--- config.mk ---
export PLATFORM = sky130hd
export DESIGN_NAME = ctm_top
export DESIGN_NICKNAME = d
export VERILOG_FILES = /design/src/rtl/ctm_pkg.sv /design/src/rtl/ctm_ctl_if.sv /design/src/rtl/ctm_clk_sel.sv /design/src/rtl/ctm_out.sv /design/src/rtl/ctm_top.sv
export SDC_FILE = /design/constraint.sdc
export NUM_CORES = 1
export LEC_CHECK = 0
export ABC_AREA = 1
export BUFFER_PORTS_ARGS = -buffer_cell sky130_fd_sc_hd__buf_4
export CAP_MARGIN = 10
export CELL_PAD_IN_SITES_DETAIL_PLACEMENT = 0
export CELL_PAD_IN_SITES_GLOBAL_PLACEMENT = 1
export CORE_MARGIN = 3
export CORE_UTILIZATION = 45
export CTS_CLUSTER_DIAMETER = 120
export CTS_CLUSTER_SIZE = 20
export DETAILED_ROUTE_END_ITERATION = 16
export GPL_TIMING_DRIVEN = 0
export HOLD_SLACK_MARGIN = 0.15
export PLACE_DENSITY = 0.92
export SYNTH_ARGS = -nofsm -noshare
export SYNTH_HDL_FRONTEND = slang
export SYNTH_SLANG_ARGS = --single-unit
--- constraint.sdc ---
create_clock -name mclk -period 3.75 [get_ports mclk]
set_input_delay 0.5625 -clock mclk [delete_from_list [all_inputs] [get_ports mclk]]
set_output_delay 0.5625 -clock mclk [all_outputs]
set_load 0.005 [all_outputs]
--- src/rtl/ctm_pkg.sv ---
`default_nettype none
package ctm_pkg;
   // ==========================================================
   // Register map and reset values.
   localparam logic [7:0] OFF_CTRL0 = 8'h00;
   localparam logic [7:0] OFF_CTRL1 = 8'h04;
   localparam logic [7:0] OFF_CNT_LO = 8'h08;
   localparam logic [7:0] OFF_CNT_HI = 8'h0c;
   localparam logic [7:0] OFF_CMPA_LO = 8'h10;
   localparam logic [7:0] OFF_CMPA_HI = 8'h14;
   localparam logic [7:0] OFF_CMPP = 8'h18;
   localparam logic [7:0] CTRL0_RST = 8'h00;
   localparam logic [7:0] CTRL1_RST = 8'h00;
   localparam logic [15:0] CNT_RST = 16'h0000;
   localparam logic [15:0] CMPA_RST = 16'h0000;
   localparam logic [7:0] CMPP_RST = 8'h00;
   // ==========================================================
   // Field positions.
   localparam int HOLD_BIT = 7;
   localparam int CKSEL_LSB = 4;
   localparam int ON_BIT = 3;
   localparam int MODE_LSB = 6;
   localparam int ACT_LSB = 4;
   localparam int INIT_BIT = 3;
   localparam int INV_BIT = 2;
   localparam int SWAP_BIT = 1;
   localparam int CCLR_BIT = 0;
   // ==========================================================
   // Modes, pin actions and clock sources.
   typedef enum logic [1:0] {
      CTM_MODE_CMP = 2'h0,
      CTM_MODE_UNDEF = 2'h1,
      CTM_MODE_PWM = 2'h2,
      CTM_MODE_TMR = 2'h3
   } ctm_mode_e;
   localparam logic [1:0] ACT_NONE = 2'h0;
   localparam logic [1:0] ACT_LOW = 2'h1;
   localparam logic [1:0] ACT_HIGH = 2'h2;
   localparam logic [1:0] ACT_TOGGLE = 2'h3;
   localparam logic [1:0] PWM_INACTIVE = 2'h0;
   localparam logic [1:0] PWM_ACTIVE = 2'h1;
   localparam logic [1:0] PWM_WAVE = 2'h2;
   localparam logic [2:0] CK_SYS_DIV4 = 3'h0;
   localparam logic [2:0] CK_SYS = 3'h1;
   localparam logic [2:0] CK_H_DIV16 = 3'h2;
   localparam logic [2:0] CK_H_DIV64 = 3'h3;
   localparam logic [2:0] CK_TBC = 3'h4;
   localparam logic [2:0] CK_H_DIV8 = 3'h5;
   localparam logic [2:0] CK_EXT_RISE = 3'h6;
   localparam logic [2:0] CK_EXT_FALL = 3'h7;
   // ==========================================================
   // Divider widths: a divide by 2**n fires when n low bits are ones.
   localparam int PRESC_W = 6;
   localparam int DIV4_BITS = 2;
   localparam int DIV8_BITS = 3;
   localparam int DIV16_BITS = 4;
   localparam int DIV64_BITS = 6;
endpackage
`default_nettype wire

--- src/rtl/ctm_ctl_if.sv ---
`timescale 1ns/1ps
`default_nettype none
// Control and status signals shared by the timer core and its helpers.
interface ctm_ctl_if;
   logic [2:0] clk_sel;
   logic run;
   logic ext_in;
   logic tb_tick;
   logic tick;
   logic [1:0] mode;
   logic [1:0] action;
   logic init_level;
   logic invert;
   logic on_rise;
   logic match_a;
   logic pwm_active;
   logic pin;
   logic oe;
   modport core(output clk_sel, run, ext_in, tb_tick, mode, action,
                init_level, invert, on_rise, match_a, pwm_active,
                input tick, pin, oe);
   modport clk(input clk_sel, run, ext_in, tb_tick, output tick);
   modport out(input mode, action, init_level, invert, on_rise, match_a,
               pwm_active, output pin, oe);
endinterface
`default_nettype wire

--- src/rtl/ctm_clk_sel.sv ---
`timescale 1ns/1ps
`default_nettype none
module ctm_clk_sel #(
   parameter int PW = ctm_pkg::PRESC_W
) (
   input wire logic mclk,
   input wire logic resetn,
   ctm_ctl_if.clk cif
);
   logic [PW-1:0] presc_r;
   logic ext_prev_r;
   logic sel_tick;
   // Prescaler runs only while counting, so it rests with the timer.
   always_ff @(posedge mclk or negedge resetn) begin
      if (!resetn) begin
         presc_r <= '0;
      end else if (cif.run) begin
         presc_r <= presc_r + 1'b1;
      end else begin
         presc_r <= '0;
      end
   end
   // Previous external level for edge detection.
   always_ff @(posedge mclk or negedge resetn) begin
      if (!resetn) begin
         ext_prev_r <= 1'b0;
      end else begin
         ext_prev_r <= cif.ext_in;
      end
   end
   // Source select turns the chosen rate into a one-cycle tick.
   always_comb begin
      case (cif.clk_sel)
         ctm_pkg::CK_SYS_DIV4: sel_tick = &presc_r[ctm_pkg::DIV4_BITS-1:0];
         ctm_pkg::CK_SYS: sel_tick = 1'b1;
         ctm_pkg::CK_H_DIV16: sel_tick = &presc_r[ctm_pkg::DIV16_BITS-1:0];
         ctm_pkg::CK_H_DIV64: sel_tick = &presc_r[ctm_pkg::DIV64_BITS-1:0];
         ctm_pkg::CK_TBC: sel_tick = cif.tb_tick;
         ctm_pkg::CK_H_DIV8: sel_tick = &presc_r[ctm_pkg::DIV8_BITS-1:0];
         ctm_pkg::CK_EXT_RISE: sel_tick = cif.ext_in & ~ext_prev_r;
         ctm_pkg::CK_EXT_FALL: sel_tick = ~cif.ext_in & ext_prev_r;
         default: sel_tick = 1'b0;
      endcase
   end
   // The tick only reaches the counter while it runs.
   assign cif.tick = sel_tick & cif.run;
endmodule
`default_nettype wire

--- src/rtl/ctm_out.sv ---
`timescale 1ns/1ps
`default_nettype none
module ctm_out (
   input wire logic mclk,
   input wire logic resetn,
   ctm_ctl_if.out cif
);
   logic lvl_r;
   logic raw;
   logic pin_r;
   logic oe_r;
   // Compare output level: reload on timer on, act on each A match.
   always_ff @(posedge mclk or negedge resetn) begin
      if (!resetn) begin
         lvl_r <= 1'b0;
      end else if (cif.on_rise) begin
         lvl_r <= cif.init_level;
      end else if (cif.match_a && cif.mode == ctm_pkg::CTM_MODE_CMP) begin
         case (cif.action)
            ctm_pkg::ACT_LOW: if (cif.init_level) lvl_r <= 1'b0;
            ctm_pkg::ACT_HIGH: if (!cif.init_level) lvl_r <= 1'b1;
            ctm_pkg::ACT_TOGGLE: lvl_r <= ~lvl_r;
            default: lvl_r <= lvl_r;
         endcase
      end
   end
   // Level before inversion for each mode.
   always_comb begin
      case (cif.mode)
         ctm_pkg::CTM_MODE_CMP: raw = lvl_r;
         ctm_pkg::CTM_MODE_PWM: begin
            case (cif.action)
               ctm_pkg::PWM_ACTIVE: raw = cif.init_level;
               ctm_pkg::PWM_WAVE: raw = ~(cif.pwm_active ^ cif.init_level);
               default: raw = ~cif.init_level;
            endcase
         end
         default: raw = 1'b0;
      endcase
   end
   // Registered pin and enable; the pin is released in timer mode.
   always_ff @(posedge mclk or negedge resetn) begin
      if (!resetn) begin
         pin_r <= 1'b0;
         oe_r <= 1'b0;
      end else begin
         pin_r <= raw ^ (cif.invert & cif.mode != ctm_pkg::CTM_MODE_TMR);
         oe_r <= cif.mode == ctm_pkg::CTM_MODE_CMP ||
                 cif.mode == ctm_pkg::CTM_MODE_PWM;
      end
   end
   assign cif.pin = pin_r;
   assign cif.oe = oe_r;
endmodule
`default_nettype wire

--- src/rtl/ctm_top.sv ---
// Design decisions made here: the register offsets and register access over APB.
`timescale 1ns/1ps
`default_nettype none
module ctm_top (
   input wire logic mclk,
   input wire logic resetn,
   input wire logic psel,
   input wire logic penable,
   input wire logic pwrite,
   input wire logic [7:0] paddr,
   input wire logic [31:0] pwdata,
   input wire logic [3:0] pstrb,
   output logic [31:0] prdata,
   output logic pready,
   output logic pslverr,
   input wire logic ext_count_input,
   input wire logic time_base_tick,
   output logic timer_output_pin,
   output logic timer_output_oe,
   output logic match_a_event,
   output logic match_p_event
);
   // ==========================================================
   // Registers and decoded fields.
   logic [7:0] ctrl0_r;
   logic [7:0] ctrl1_r;
   logic [15:0] cnt_r;
   logic [15:0] compare_a_value_r;
   logic [7:0] compare_p_value_r;
   logic [31:0] prdata_r;
   logic match_a_event_r;
   logic match_p_event_r;
   logic count_hold;
   logic timer_on;
   logic [2:0] count_clock_select;
   ctm_pkg::ctm_mode_e op_mode_select;
   logic [1:0] pin_action_select;
   logic pin_initial_level;
   logic pin_invert;
   logic period_duty_swap;
   logic clear_source_select;
   logic addr_ok;
   logic wr_en;
   logic wr_lane;
   logic on_rise;
   logic tick;
   logic [15:0] cnt_inc;
   logic hit_a;
   logic hit_p;
   logic cnt_ovf;
   logic clr_now;
   logic ev_a;
   logic ev_p;
   logic pwm_active;
   logic pwm_exp;
   logic [7:0] rd_byte;
   ctm_ctl_if cif();

   // Field aliases of the two control registers.
   assign count_hold = ctrl0_r[ctm_pkg::HOLD_BIT];
   assign timer_on = ctrl0_r[ctm_pkg::ON_BIT];
   assign count_clock_select = ctrl0_r[ctm_pkg::CKSEL_LSB +: 3];
   assign op_mode_select =
      ctm_pkg::ctm_mode_e'(ctrl1_r[ctm_pkg::MODE_LSB +: 2]);
   assign pin_action_select = ctrl1_r[ctm_pkg::ACT_LSB +: 2];
   assign pin_initial_level = ctrl1_r[ctm_pkg::INIT_BIT];
   assign pin_invert = ctrl1_r[ctm_pkg::INV_BIT];
   assign period_duty_swap = ctrl1_r[ctm_pkg::SWAP_BIT];
   assign clear_source_select = ctrl1_r[ctm_pkg::CCLR_BIT];

   // ==========================================================
   // APB slave: zero wait states, error on unmapped addresses.
   always_comb begin
      case (paddr)
         ctm_pkg::OFF_CTRL0: addr_ok = 1'b1;
         ctm_pkg::OFF_CTRL1: addr_ok = 1'b1;
         ctm_pkg::OFF_CNT_LO: addr_ok = 1'b1;
         ctm_pkg::OFF_CNT_HI: addr_ok = 1'b1;
         ctm_pkg::OFF_CMPA_LO: addr_ok = 1'b1;
         ctm_pkg::OFF_CMPA_HI: addr_ok = 1'b1;
         ctm_pkg::OFF_CMPP: addr_ok = 1'b1;
         default: addr_ok = 1'b0;
      endcase
   end
   assign pready = 1'b1;
   assign pslverr = psel & penable & ~addr_ok;
   assign wr_en = psel & penable & pwrite & addr_ok;
   assign wr_lane = wr_en & pstrb[0];
   assign on_rise = wr_lane && paddr == ctm_pkg::OFF_CTRL0 &&
                    pwdata[ctm_pkg::ON_BIT] && !timer_on;

   // Control register zero; low three bits are not stored.
   always_ff @(posedge mclk or negedge resetn) begin
      if (!resetn) begin
         ctrl0_r <= ctm_pkg::CTRL0_RST;
      end else if (wr_lane && paddr == ctm_pkg::OFF_CTRL0) begin
         ctrl0_r <= {pwdata[7:3], 3'h0};
      end
   end
   // Control register one.
   always_ff @(posedge mclk or negedge resetn) begin
      if (!resetn) begin
         ctrl1_r <= ctm_pkg::CTRL1_RST;
      end else if (wr_lane && paddr == ctm_pkg::OFF_CTRL1) begin
         ctrl1_r <= pwdata[7:0];
      end
   end
   // Compare values; each byte is written directly.
   always_ff @(posedge mclk or negedge resetn) begin
      if (!resetn) begin
         compare_a_value_r <= ctm_pkg::CMPA_RST;
         compare_p_value_r <= ctm_pkg::CMPP_RST;
      end else if (wr_lane) begin
         if (paddr == ctm_pkg::OFF_CMPA_LO) begin
            compare_a_value_r[7:0] <= pwdata[7:0];
         end
         if (paddr == ctm_pkg::OFF_CMPA_HI) begin
            compare_a_value_r[15:8] <= pwdata[7:0];
         end
         if (paddr == ctm_pkg::OFF_CMPP) begin
            compare_p_value_r <= pwdata[7:0];
         end
      end
   end
   // Read byte selection.
   always_comb begin
      case (paddr)
         ctm_pkg::OFF_CTRL0: rd_byte = ctrl0_r;
         ctm_pkg::OFF_CTRL1: rd_byte = ctrl1_r;
         ctm_pkg::OFF_CNT_LO: rd_byte = cnt_r[7:0];
         ctm_pkg::OFF_CNT_HI: rd_byte = cnt_r[15:8];
         ctm_pkg::OFF_CMPA_LO: rd_byte = compare_a_value_r[7:0];
         ctm_pkg::OFF_CMPA_HI: rd_byte = compare_a_value_r[15:8];
         ctm_pkg::OFF_CMPP: rd_byte = compare_p_value_r;
         default: rd_byte = 8'h00;
      endcase
   end
   // Read data is captured in the setup cycle and held for the access.
   always_ff @(posedge mclk or negedge resetn) begin
      if (!resetn) begin
         prdata_r <= 32'h0000_0000;
      end else if (psel && !penable && !pwrite) begin
         prdata_r <= {24'h00_0000, rd_byte};
      end
   end
   assign prdata = prdata_r;

   // ==========================================================
   // Comparators and clear decision.
   assign cnt_inc = cnt_r + 16'h0001;
   assign cnt_ovf = cnt_r == 16'hffff;
   // A zero compare A would only match at wrap, which raises no event.
   assign hit_a = cnt_inc == compare_a_value_r &&
                  compare_a_value_r != 16'h0000;
   // Upper byte reaching N after N*256 steps; zero means run to wrap.
   assign hit_p = cnt_inc[15:8] == compare_p_value_r &&
                  compare_p_value_r != 8'h00;
   always_comb begin
      if (op_mode_select == ctm_pkg::CTM_MODE_PWM) begin
         clr_now = period_duty_swap ? hit_a : hit_p;
      end else begin
         clr_now = clear_source_select ? hit_a : hit_p;
      end
   end
   // Event pulses; P events are suppressed when A clears outside PWM.
   assign ev_a = tick & hit_a & ~on_rise;
   assign ev_p = tick & ~on_rise &
                 (hit_p | (cnt_ovf & compare_p_value_r == 8'h00)) &
                 ~(clear_source_select &
                   op_mode_select != ctm_pkg::CTM_MODE_PWM);

   // Counter: cleared by timer on, else stepped or cleared per tick.
   always_ff @(posedge mclk or negedge resetn) begin
      if (!resetn) begin
         cnt_r <= ctm_pkg::CNT_RST;
      end else if (on_rise) begin
         cnt_r <= 16'h0000;
      end else if (tick) begin
         cnt_r <= clr_now ? 16'h0000 : cnt_inc;
      end
   end
   // Registered request pulses.
   always_ff @(posedge mclk or negedge resetn) begin
      if (!resetn) begin
         match_a_event_r <= 1'b0;
         match_p_event_r <= 1'b0;
      end else begin
         match_a_event_r <= ev_a;
         match_p_event_r <= ev_p;
      end
   end
   assign match_a_event = match_a_event_r;
   assign match_p_event = match_p_event_r;

   // PWM duty comparison against the duty source.
   assign pwm_active = period_duty_swap ?
                       cnt_r[15:8] < compare_p_value_r :
                       cnt_r < compare_a_value_r;
   assign pwm_exp = ~(pwm_active ^ pin_initial_level) ^ pin_invert;

   // ==========================================================
   // Helper connections.
   assign cif.clk_sel = count_clock_select;
   assign cif.run = timer_on & ~count_hold;
   assign cif.ext_in = ext_count_input;
   assign cif.tb_tick = time_base_tick;
   assign cif.mode = op_mode_select;
   assign cif.action = pin_action_select;
   assign cif.init_level = pin_initial_level;
   assign cif.invert = pin_invert;
   assign cif.on_rise = on_rise;
   assign cif.match_a = ev_a;
   assign cif.pwm_active = pwm_active;
   assign tick = cif.tick;
   assign timer_output_pin = cif.pin;
   assign timer_output_oe = cif.oe;

   ctm_clk_sel #(.PW(ctm_pkg::PRESC_W)) u_clk (
      .mclk(mclk),
      .resetn(resetn),
      .cif(cif.clk)
   );
   ctm_out u_out (
      .mclk(mclk),
      .resetn(resetn),
      .cif(cif.out)
   );
endmodule
`default_nettype wire

## After elaboration in Yosys (flattened, before gate mapping)

Cells that the tools add are included.

| operators by class | value |
|---|---|
| bitwise gates (word level) | 29 |
| magnitude comparators | 2 |
| eq/ne operators | 24 |
| add/sub/neg operators | 2 |
| reductions and logical operators | 31 |
| mux-type cells | 18 |

Operators by type and width:

| cell | number |
|---|---|
| $pmux W8 S7 | 1 |
| $mux W16 | 3 |
| $eq A8 B5 Y1 const B | 3 |
| $and A1 B1 Y1 | 17 |
| $add A16 B1 Y16 const B | 1 |
| $eq A16 B16 Y1 | 1 |
| $eq A16 B16 Y1 const B | 1 |
| $eq A8 B4 Y1 const B | 2 |
| $logic_not A8 Y1 | 2 |
| $lt A16 B16 Y1 | 1 |
| $reduce_bool A16 Y1 | 1 |
| $eq A3 B3 Y1 const B | 4 |
| $logic_and A1 B1 Y1 | 9 |
| $mux W1 | 9 |
| $not A1 Y1 | 9 |
| $eq A8 B3 Y1 const B | 1 |
| $eq A8 B8 Y1 | 1 |
| $lt A8 B8 Y1 | 1 |
| $pmux W1 S8 | 1 |
| $reduce_and A2 Y1 | 4 |
| $reduce_and A4 Y1 | 2 |
| $reduce_bool A8 Y1 | 1 |
| $reduce_or A7 Y1 | 1 |
| $add A6 B1 Y6 const B | 1 |
| other kinds (19) | 29 |

| storage, ports and cells | value |
|---|---|
| input bits | 51 |
| logic and storage cells | 120 |
| register bits after elaboration | 73 |

## Depth between registers and ports, before layout

Gate-level depths: netlist of run 1.

| logic depth | value |
|---|---|
| depth after elaboration | 13 |
| depth in mapped cells | 18 |

## By module

A second synthesis of run 1 with hierarchy kept.

| second synthesis, totals | value |
|---|---|
| cells, all modules | 742 |
| area, all modules | 5,215.0 µm² |

Modules (own cells, without submodules):

| module | times used | sequential area each (µm²) | cells an instance | area each (µm²) |
|---|---|---|---|---|
| ctm_top | 1 | 1,576.5 | 639 | 4,516.8 |
| ctm_clk_sel | 1 | 175.2 | 59 | 412.9 |
| ctm_out | 1 | 75.1 | 44 | 285.3 |

## Worst setup path after synthesis of run 1

No wires, ideal clock.

| timing | value |
|---|---|
| path kind | input to register |
| start | input port paddr[7] |
| end | register compare_p_value_r[7] |
| setup slack | 1.625 ns |
| data required time | 3.630 ns |
| buffers on the path | 1 |
| cell stages on the path | 9 |
| library setup time | 0.120 ns |
| arrival time | 2.005 ns |
| path through | or2_4 nor3_4 nand2_2 nand4_2 and2_4 nand3_2 buf_4 nand2_1 o21ai_2 |

| on the way | value |
|---|---|
| longest elaborated chain between the ends | 6 |
| elaborated cells between the ends (all ways) | 12 |
| those cells by class | 6 x eq/ne; 1 x mux; 2 x bitwise; 3 x reduce/logical |

RTL lines:

| what | line | source |
|---|---|---|
| start, declared | ctm_top.sv:10 | `input wire logic [7:0] paddr,` |
| $eq A8 B3 Y1 (tied with other cells) | ctm_top.sv:74 | `case (paddr)` |
| $reduce_or A7 Y1 (no line) | - |  |
| $mux W1 | ctm_top.sv:74 |  |
| $and A1 B1 Y1 | ctm_top.sv:87 | `assign wr_en = psel & penable & pwrite & addr_ok;` |
| $and A1 B1 Y1 | ctm_top.sv:88 | `assign wr_lane = wr_en & pstrb[0];` |
| $reduce_and A2 Y1 (no line) (*) | - |  |
| end signal, assigned | ctm_top.sv:112 | `compare_p_value_r <= ctm_pkg::CMPP_RST;` |
| end signal, assigned | ctm_top.sv:121 | `compare_p_value_r <= pwdata[7:0];` |
| end, declared | ctm_top.sv:29 | `logic [7:0] compare_p_value_r;` |

Mark *: on every way between the ends. The rest lies on a longest branch, timed or not.
A chain may end at the register's enable or synchronous reset.

## Worst setup path in the final report of run 1

| timing | value |
|---|---|
| start | register u_clk.presc_r[0] |
| end | register cnt_r[10] |

| on the way | value |
|---|---|
| longest elaborated chain between the ends | 4 |
| elaborated cells between the ends (all ways) | 7 |
| those cells by class | 1 x mux; 1 x bitwise; 5 x reduce/logical |

RTL lines:

| what | line | source |
|---|---|---|
| start, declared | ctm_clk_sel.sv:10 | `logic [PW-1:0] presc_r;` |
| start signal, assigned | ctm_clk_sel.sv:18 | `presc_r <= presc_r + 1'b1;` |
| $reduce_and A6 Y1 (tied with other cells) | ctm_clk_sel.sv:37 | `ctm_pkg::CK_H_DIV64: sel_tick = &presc_r[ctm_pkg::DIV64_BITS-1:0];` |
| $pmux W1 S8 (*) | ctm_clk_sel.sv:33 | `case (cif.clk_sel)` |
| $and A1 B1 Y1 (*) | ctm_clk_sel.sv:46 | `assign cif.tick = sel_tick & cif.run;` |
| $reduce_bool A2 Y1 (no line) (*) | - |  |
| end signal, assigned | ctm_top.sv:175 | `cnt_r <= ctm_pkg::CNT_RST;` |
| end signal, assigned | ctm_top.sv:179 | `cnt_r <= clr_now ? 16'h0000 : cnt_inc;` |
| end, declared | ctm_top.sv:27 | `logic [15:0] cnt_r;` |

Marked as above.

==> results of run 1 <==
[per-layer routing]
metal  global-route usage (%)  vias up
met3                    5.296       45
met5                        0        -
met1                    34.15     2497
li1                         -     2576
met2                    43.57      175
met4                    12.54        0
[power breakdown]
group	internal (µW)	switching, µW
clock	459	383
combinational	194	348
sequential	840	59.6
total	1490	790
[placed cells by master, fill, tap and decap left out, drive strengths merged, types with 3 or more instances in the layout]
| cell type | netlist | final |
|---|---|---|
| a21oi | 24 | 24 |
| and2 | 4 | 4 |
| buf | 35 | 71 |
| clkbuf | 3 | 12 |
| clkinv | 3 | 5 |
| conb | 2 | 25 |
| dfrtp | 73 | 73 |
| ha | 29 | 29 |
| inv | 100 | 103 |
| nand2 | 203 | 203 |
| nand3 | 88 | 88 |
| nand3b | 3 | 3 |
| nand4 | 20 | 20 |
| nor2 | 59 | 59 |
| nor3 | 9 | 9 |
| nor3b | 3 | 3 |
| o21ai | 61 | 61 |
| o221ai | 4 | 4 |
| o22ai | 11 | 11 |
| o31ai | 3 | 3 |
| xor2 | 3 | 3 |
[worst max-delay path: stages, from the launching register on]
cell and delay, ns:
dfrtp_1 0.37, ha_1 0.21, nand3_1 0.12, o311ai_0 0.33, nor3b_2 0.62, clkinv_1 0.42
clkbuf_1 0.33, nand3_1 0.15, nand2_1 0.06
[worst min-delay path by stage]
stage                                           from                         end  slack (ns)
after CTS                            ext_count_input  u_clk.ext_prev_r$_DFF_PN0_        0.32
after detailed placement  u_clk.presc_r[0]$_DFF_PN0_  u_clk.presc_r[0]$_DFF_PN0_        0.46
after global placement    u_clk.presc_r[0]$_DFF_PN0_  u_clk.presc_r[0]$_DFF_PN0_        0.45
after floorplan                               resetn        cnt_r[0]$_DFFE_PN0P_        0.27
final                                         resetn        cnt_r[6]$_DFFE_PN0P_        0.33
after global routing                 ext_count_input  u_clk.ext_prev_r$_DFF_PN0_        0.33
[synthesized netlist by cell type, types with 3 or more instances]
master    number  area share, %
nor2_1        46            3.1
o221ai_1       4           0.63
nor2_2         8           0.90
buf_4         27            3.7
dfrtp_1       73             33
o21ai_1        9           0.81
nor3_2         4           0.72
nor2_4         5            1.0
o22ai_1       11            1.2
inv_2          6           0.41
buf_2          6           0.54
nand3_2       18            3.3
inv_1         93            6.3
o31ai_1        3           0.41
xor2_1         3           0.47
o21ai_2        8            1.3
ha_1          29            6.5
clkbuf_1       3           0.20
nand3_1       69            6.2
a21oi_1       24            2.2
nand4_1       17            1.9
nand2_2       12            1.4
nand2_1      191             13
nor3_1         4           0.36
o21ai_0       44            4.0
[kinds of logic (layout without fill, tap and decap cells)]
logic type	Yosys count	count (layout)	share of synthesized area, %
xor+xnor	5	5	1.287
simple gates	392	392	35.31
flops	73	73	32.96
compound gates	110	110	11.63
buf+inv	141	193	11.92
other cells	2	25	0.1355
fa+ha+maj	29	29	6.548
mux	1	1	0.2032
[state kept, by name, indices dropped and copies added (netlist names)]
name,flops
u_out.cif.oe,1
prdata,8
compare_p_value_r,8
u_clk.ext_prev_r,1
u_out.cif.pin,1
cnt_r,16
u_clk.presc_r,6
match_a_event,1
compare_a_value_r,16
ctrl1_r,8
match_p_event,1
u_out.lvl_r,1
ctrl0_r,5
[cell type report]
cell class,count,area [µm²],share of cell area (%)
Multi-Input combinational cell,562,3141,49.35
Inverter,103,394.1,6.193
Clock inverter,7,61.31,0.9634
Clock buffer,9,225.2,3.539
Sequential cell,73,1827,28.71
Timing Repair Buffer,36,270.3,4.247
Tap cell,143,178.9,2.812
Buffer,38,266.5,4.188
[through the flow]
stage / hold slack (ns) / util (%) / cell area (µm²) / power (µW)
after floorplan: 0.2669 / - / 5628 / 1284
after detailed placement: 0.4627 / 51.89 / 6077 / 1450
after global routing: 0.3330 / 54.34 / 6364 / 2422
final: 0.3333 / 54.34 / 6364 / 2284
after global placement: 0.4500 / 51.89 / 6077 / 1430
after CTS: 0.3236 / 54.34 / 6364 / 2294
==> out/metrics.json, run 1 <==
{
  "timing.reg2reg.worst_path_depth": 8,
  "cts-hold-fix-buffers": 0,
  "synth_flop_cell": "dfrtp_1",
  "relSlewSlack_pct": 38.42,
  "detail_route.wl_per_cell_um": 17.55,
  "timing.final.max_slew_violations": 0,
  "cap_viol_max_count": 0,
  "cts_tree": "yes",
  "rsz_0062_raised_after_global_routing": "false",
  "final-setup-viol-count": 0,
  "floorplan.initialDensity_pct": 47.32,
  "num-fill-cells": 1160,
  "finish.net_count": 903,
  "vias_per_cell": 5.451,
  "placedCellCount": 955,
  "groute.usage.overall_pct": 26.72,
  "critPathCapture": "cnt_r[10]$_DFFE_PN0P_",
  "post_route_met1_wirelength_um": 7199,
  "top_layer": "met4",
  "p_per_area_nw_per_um2": 358.9,
  "vias": 5293,
  "die_w_um": 117.0,
  "final_antenna_net_count": 0,
  "critical_path_source": "u_clk.presc_r[0]$_DFF_PN0_",
  "critical_path_required_ns": 3.99,
  "outcome": "finished, final reports clean",
  "post_synth_inst_count": 753,
  "clk-insertion-delay-late_ns": 0.36,
  "synth_enable_flop_cells": 0,
  "ys_seq_elements": 73,
  "final_critical_path_setup_slack_ns": 1.021,
  "ir_worst_vdd_uv": 252.7,
  "worst_path_clk_slew_ns": 0.07,
  "gp_routability_congestion": 0.9715,
  "worst_pin_slew_ns": 0.9237,
  "synth.cell_area_um2": 5542,
  "synth.yosys.warnings": 0,
  "syn-mean-instance-area_um2": 7.359,
  "path_category_of_the_worst_min_delay_check": "input port to async pin",
  "detail_route.wirelength_um": 17040,
  "p_leak_uw": 0.003162,
  "grt_start_max_net_pins": 74,
  "timing.fmax_ghz": 0.3664,
  "floorplan.io_pins": 89,
  "cp-end-kind": "register",
  "min_period_over_period_pct": 72.79,
  "drt_iter0_markers": 433,
  "place.port_buffers": 36,
  "global_route_overflow": 0,
  "fin_tns_setup_ns": 0,
  "die_y_um": 117.0,
  "final_hold_vio_count": 0,
  "reg2reg_from": "u_clk.presc_r[0]$_DFF_PN0_",
  "drt_first_pass_iters": 5,
  "timing.critical_path.fanout_max": 10,
  "clock-root-buffer": "clkbuf_16",
  "cts_resized": 0,
  "post-route-drc-count": 0,
  "grt_antenna_before_repair": 0,
  "met2_length_um": 8051,
  "antenna_cells": 0,
  "synthDistinctLibCells": 50,
  "cts_buffers": 9,
  "grt_pass1_wl_um": 27440,
  "clock_tree.htree_level_count": 3,
  "worst_r2r_endpoint": "cnt_r[10]$_DFFE_PN0P_",
  "via_count_of_the_first_global_routing_pass": 5258,
  "clock_path_buffers": 2,
  "num_rows": 39,
  "post_cts_buffers": 0,
  "cts.sinks": 73,
  "critical_setup_path_class": "register to register",
  "startpoint_type": "register",
  "detailroute.wirelength.met3_um": 1105,
  "seq_area_frac_synth_pct": 32.96,
  "r2r_setup_slack_ns": 1.02,
  "dieArea_um2": 13680,
  "async_s_r_ff_share_synth_pct": 100.0,
  "area_growth_pct": 14.83,
  "instances_no_fill": 971,
  "cp.arrival_ns": 2.97,
  "post-dp-hpwl_um": 13510,
  "place_ws_ns": 1.095,
  "core_um2": 11710,
  "drive_gt1_share_pct": 19.69,
  "final_period_minus_worst_setup_slack_ns": 2.729,
  "final.setup_skew_ns": 0.01279
}
Note: power is estimated with default switching activity, not from simulation.
==> inputs of run 2 (changes only) <==
Settings changed: ABC_AREA 1 to 0, CORE_UTILIZATION 45 to 44, PLACE_DENSITY 0.92 to 0.88.
Clock period 3.75 ns to 2.8 ns, I/O delays scaled along.
==> out/metrics.json, run 2 <==
{
  "outcome": "complete, but fails checks",
  "violations": "negative setup slack",
  "syn-mean-instance-area_um2": 9.481,
  "synth_top_cells_by_area": "dfrtp_1 (36%), mux2_2 (8.3%), ha_1 (7.1%)",
  "worst_path_clk_slew_ns": 0.07,
  "critical_setup_path_class": "register to register",
  "fin_tns_setup_ns": -3.672,
  "synth_flop_cell": "dfrtp_1",
  "detail_route.wl_per_cell_um": 20.32,
  "synth_area_leader_cell": "dfrtp_1",
  "critical_path_required_ns": 3.03,
  "num_rows": 38,
  "ys_seq_elements": 73,
  "synthDistinctLibCells": 61,
  "reg2reg_from": "cnt_r[1]$_DFFE_PN0P_",
  "final_hold_vio_count": 0,
  "floorplan.initialDensity_pct": 46.19,
  "commonest_cells_after_routing_fill_and_taps_aside": "buf_4 (115), dfrtp_1 (68), inv_1 (40)",
  "post_synth_inst_count": 542,
  "worst_r2r_endpoint": "cnt_r[8]$_DFFE_PN0P_",
  "timing.critical_path.fanout_max": 6,
  "synth.yosys.warnings": 0,
  "r2r_setup_slack_ns": -0.27,
  "path_category_of_the_worst_min_delay_check": "input port to async pin",
  "min_period_over_period_pct": 109.5,
  "area_growth_pct": 31.43,
  "antenna_cells": 0,
  "ir_worst_vdd_uv": 278.0,
  "die_w_um": 114.1,
  "final.setup_skew_ns": 0.008412,
  "post-route-drc-count": 0,
  "post-dp-hpwl_um": 11000,
  "report.power.total_uw": 2393,
  "timing.fmax_ghz": 0.3260,
  "cts-hold-fix-buffers": 0,
  "rsz_0062_raised_after_global_routing": "true",
  "reg_top3": "cnt_r: 16 flops, compare_a_value_r: 16 flops",
  "p_per_area_nw_per_um2": 354.4,
  "finish.net_count": 753,
  "p_leak_uw": 0.003127,
  "place.port_buffers": 35,
  "vias_per_cell": 6.011,
  "seq_area_frac_synth_pct": 35.55,
  "cts.sinks": 73,
  "vias": 4917,
  "startpoint_type": "register",
  "cp.arrival_ns": 3.30,
  "final_antenna_net_count": 0,
  "clock_path_buffers": 2,
  "clock-root-buffer": "clkbuf_16",
  "clk-insertion-delay-late_ns": 0.35,
  "relSlewSlack_pct": 26.73,
  "async_s_r_ff_share_synth_pct": 100.0,
  "grt_antenna_before_repair": 0,
  "clock_tree.htree_level_count": 3,
  "cts_tree": "yes",
  "synth.most_common_cell": "dfrtp_1",
  "timing.reg2reg.worst_path_depth": 14,
  "drt_iter0_markers": 511,
  "cp-end-kind": "register",
  "final-setup-viol-count": 17,
  "most_common_cell_after_layout_fill_and_taps_aside": "buf_4",
  "final_period_minus_worst_setup_slack_ns": 3.067,
  "worst_pin_slew_ns": 1.091,
  "post-synth-top-area-fraction_pct": 35.55,
  "synth_enable_flop_cells": 0,
  "drive_gt1_share_pct": 34.22,
  "gp_routability_congestion": 0.9568,
  "floorplan.io_pins": 89,
  "detail_route.wirelength_um": 16620,
  "die_y_um": 114.1,
  "cts_buffers": 9,
  "global_route_overflow": 0,
  "drt_first_pass_iters": 6,
  "dieArea_um2": 13010,
  "synth.top_cells.by_count": "dfrtp_1 (73), inv_1 (40), mux2_2 (38)",
  "groute.usage.overall_pct": 25.78,
  "final_critical_path_setup_slack_ns": -0.2672,
  "timing.final.max_slew_violations": 0,
  "grt_start_max_net_pins": 74,
  "synth.cell_area_um2": 5139,
  "core_um2": 11130,
  "grt_pass1_wl_um": 26100,
  "cap_viol_max_count": 0,
  "via_count_of_the_first_global_routing_pass": 4841,
  "finalHoldWorstSlack_ns": 0.1952
}
run 2: logic make-up after synthesis:
group | Yosys count | synth area share [%]
simple gates | 156 | 16.82
other cells | 2 | 0.1461
buf+inv | 88 | 8.838
mux | 44 | 9.496
flops | 73 | 35.55
xor+xnor | 30 | 5.381
fa+ha+maj | 29 | 7.061
compound gates | 120 | 16.70
run 2: power breakdown:
part | total (µW) | switching, µW | internal [µW]
registers | 1090 | 12.2 | 1070
clock network | 1150 | 511 | 634
logic | 162 | 82.2 | 80.2
run 2: per-stage QoR:
step                area, µm²  setup slack (ns)  cells  utilization, %
floorplan                5225           0.09945    565               -
global placement         5663           -0.6732    740           50.90
detailed placement       5669           -0.6935    740           50.96
CTS                      6551          -0.01637    799           58.88
global route             6754           -0.3109    818           60.71
finish                   6754           -0.2672    818           60.71
run 2: area by class of cell:
type,count,area [µm²]
Clock inverter,6,50.05
Sequential cell,73,1833
Multi-Input combinational cell,404,3118
Timing Repair Buffer,98,817.0
Buffer,47,371.6
Tap cell,140,175.2
Fill cell,884,4372
Inverter,40,150.1
Clock buffer,10,239.0
run 2: how the worst max path moves through the flow:
stage / depth (start not counted) / start / to
after floorplan: 12 / cnt_r[0]$_DFFE_PN0P_ / cnt_r[6]$_DFFE_PN0P_
after CTS: 13 / cnt_r[1]$_DFFE_PN0P_ / cnt_r[5]$_DFFE_PN0P_
final: 14 / cnt_r[1]$_DFFE_PN0P_ / cnt_r[8]$_DFFE_PN0P_
after global routing: 14 / cnt_r[9]$_DFFE_PN0P_ / cnt_r[8]$_DFFE_PN0P_
after detailed placement: 9 / paddr[3] / cnt_r[15]$_DFFE_PN0P_
after global placement: 9 / paddr[3] / cnt_r[15]$_DFFE_PN0P_
run 2: worst max-delay path, cell delays in order, from the launching register on:
cell	delay, ns
dfrtp_2	0.45
buf_4	0.14
buf_4	0.13
and3_2	0.24
a31oi_1	0.26
o21ai_0	0.14
nor2b_1	0.16
nor4b_2	0.41
nand3_1	0.17
o211ai_2	0.23
buf_6	0.18
buf_12	0.11
buf_8	0.10
o211ai_1	0.08
o21a_1	0.14
run 2: timing repair:
| action | 4_1_cts | 5_1_grt |
|---|---|---|
| endpoints found under the setup margin | 18 | 27 |
| setup buffers | 42 | 19 |
| pin swaps | 14 | 11 |
| cloned | 2 | 0 |
| resized for setup | 51 | 15 |
run 2: layer usage:
| metal | vias up | part of all wire, % | global-route usage, % |
|---|---|---|---|
| met5 | - | 0 | 0 |
| met4 | 0 | 4.3 | 12.27 |
| met3 | 62 | 8.4 | 6.501 |
| met2 | 260 | 47 | 41.26 |
| met1 | 2384 | 41 | 32.67 |
| li1 | 2211 | - | - |
==> inputs of run 3 (changes only) <==
Settings changed: TNS_END_PERCENT set to 100.
Clock period 2.8 ns to 3 ns, I/O delays scaled along.
==> out/metrics.json, run 3 (synthesis results as in run 2) <==
{
  "outcome": "finished, final reports clean",
  "ir_worst_vdd_uv": 255.0,
  "most_common_cell_after_layout_fill_and_taps_aside": "buf_4",
  "cts_tree": "yes",
  "final_core_util_pct": 58.93,
  "seq_power_share_pct": 45.6,
  "min_period_over_period_pct": 98.80,
  "placedCellCount": 740,
  "grt_antenna_before_repair": 0,
  "power.share.switching_pct": 24.91,
  "critical_path.slowest_cell": "dfrtp_2",
  "groute.usage.overall_pct": 24.00,
  "finish.net_count": 733,
  "timing.reg2reg.worst_path_depth": 13,
  "core_um2": 11130,
  "cts-hold-fix-buffers": 0,
  "timing.critical_path.fanout_max": 7,
  "cpMostUsedCell": "buf_6",
  "clk-insertion-delay-late_ns": 0.34,
  "fin_tns_setup_ns": 0,
  "global_route_overflow": 0,
  "place_ws_ns": -0.5235,
  "detail_route.wirelength_um": 15920,
  "cp-end-kind": "register",
  "worst_pin_slew_ns": 1.355,
  "drt_first_pass_iters": 8,
  "drt_iter0_markers": 437,
  "crit_path_max_incr_delay_ns": 0.46,
  "vias_per_cell": 6.035,
  "floorplan.io_pins": 89,
  "cp.arrival_ns": 3.19,
  "post-dp-hpwl_um": 11000,
  "antenna_cells": 0,
  "die_y_um": 114.1,
  "num_rows": 38,
  "post-route-drc-count": 0,
  "die_w_um": 114.1,
  "grt_start_max_net_pins": 74,
  "report.power.total_uw": 2222,
  "final-setup-viol-count": 0,
  "critical_path.cell_chain": "ha_4, nand3_4, buf_4, nor2_1, xnor2_1, nand4_1, nor4b_2, nand3_1, o211ai_2, buf_6, buf_6, o21ai_1, a21o_1",
  "clock_path_buffers": 2,
  "p_int_uw": 1668,
  "path_category_of_the_worst_min_delay_check": "input port to async pin",
  "critical_setup_path_class": "register to register",
  "pwr-share-comb_pct": 6.8,
  "dieArea_um2": 13010,
  "area_growth_pct": 27.59,
  "detail_route.wl_per_cell_um": 19.95,
  "commonest_cells_after_routing_fill_and_taps_aside": "buf_4 (98), dfrtp_1 (68), inv_1 (40)",
  "critical_path_required_ns": 3.23,
  "p_clk_share_pct": 47.6,
  "final_hold_vio_count": 0,
  "worst_path_clk_slew_ns": 0.07,
  "p_switching_uw": 553.5,
  "grt_pass1_wl_um": 24400,
  "p_per_area_nw_per_um2": 338.9,
  "timing.final.max_slew_violations": 0,
  "startpoint_type": "register",
  "final_antenna_net_count": 0,
  "p_leak_uw": 0.003033,
  "cts_buffers": 9,
  "final.setup_skew_ns": 0.009432,
  "instances_no_fill": 798,
  "cts.sinks": 73,
  "clock-root-buffer": "clkbuf_16",
  "via_count_of_the_first_global_routing_pass": 4540,
  "reg_top3": "cnt_r: 16 flops, compare_a_value_r: 16 flops",
  "drive_gt1_share_pct": 31.16,
  "vias": 4816,
  "gp_routability_congestion": 0.9568,
  "place.port_buffers": 35,
  "floorplan.initialDensity_pct": 46.19,
  "clock_tree.htree_level_count": 3,
  "final_critical_path_setup_slack_ns": 0.03593,
  "timing.fmax_ghz": 0.3374,
  "cap_viol_max_count": 0,
  "final_period_minus_worst_setup_slack_ns": 2.964,
  "relSlewSlack_pct": 8.972
}
==> run 3: cell count changes in the layout (fill, tap and decap cells not counted), sizes merged <==
cell and change:
buf -21, clkbuf +1
==> run 3: stage by stage <==
step           hold WS, ns  cell area [µm²]
2_1_floorplan       0.1544             5225
3_3_place_gp        0.4474             5663
3_5_place_dp        0.4625             5669
4_1_cts             0.2240             6102
5_1_grt             0.2204             6556
6_report            0.2246             6556
==> run 3: repair_timing <==
item,CTS,global route
pin swaps,4,12
setup endpoints to repair,17,17
buffers inserted,7,34
cloned,0,2
resized for setup,17,46
==> run 3: power by group through the flow <==
stage	combinational [µW]	clock, µW	sequential [µW]
finish	151	1060	1010
CTS	149	1070	1010
global placement	145	0	1030
floorplan	59.0	0	1030
detailed placement	148	0	1030
global route	168	1120	1020
==> run 3: layout make-up <==
| type | instances | area, µm² |
|---|---|---|
| clock inverter | 6 | 50.05 |
| timing repair buffer | 78 | 633.1 |
| fill | 902 | 4569 |
| tap | 140 | 175.2 |
| buffer | 47 | 365.4 |
| multi-input combinational | 404 | 3110 |
| sequential | 73 | 1833 |
| inverter | 40 | 150.1 |
| clock buffer | 10 | 239.0 |
==> run 3: metal layers <==
| metal | part of all wire (%) | vias up | global-route usage (%) |
|---|---|---|---|
| li1 | - | 2175 | - |
| met1 | 40 | 2298 | 31.61 |
| met2 | 47 | 286 | 37.82 |
| met3 | 9.2 | 57 | 5.655 |
| met4 | 3.7 | 0 | 10.45 |
| met5 | 0 | - | 0 |
==> run 3: worst max-delay path, delay by kind of cell, from the launching register on <==
kind	cells	cell delay (ns)
AOI/OAI and AO/OA	3	0.51
xor gates and xnor gates	1	0.18
adders and majority gates	1	0.19
buffers and inverters	3	0.52
DFF	1	0.46
and+or+nand+nor	5	0.97
==> run 3: final timing paths <==
kind	endpoint	slack, ns	start
worst max-delay path	cnt_r[7]$_DFFE_PN0P_	0.04	cnt_r[0]$_DFFE_PN0P_
worst min-delay path	cnt_r[11]$_DFFE_PN0P_	0.22	resetn
worst max register to register	cnt_r[7]$_DFFE_PN0P_	0.04	cnt_r[0]$_DFFE_PN0P_
worst min register to register	u_clk.presc_r[0]$_DFF_PN0_	0.47	u_clk.presc_r[0]$_DFF_PN0_
max in group asynchronous	cnt_r[1]$_DFFE_PN0P_	2.08	resetn
min in group mclk	u_clk.ext_prev_r$_DFF_PN0_	0.23	ext_count_input
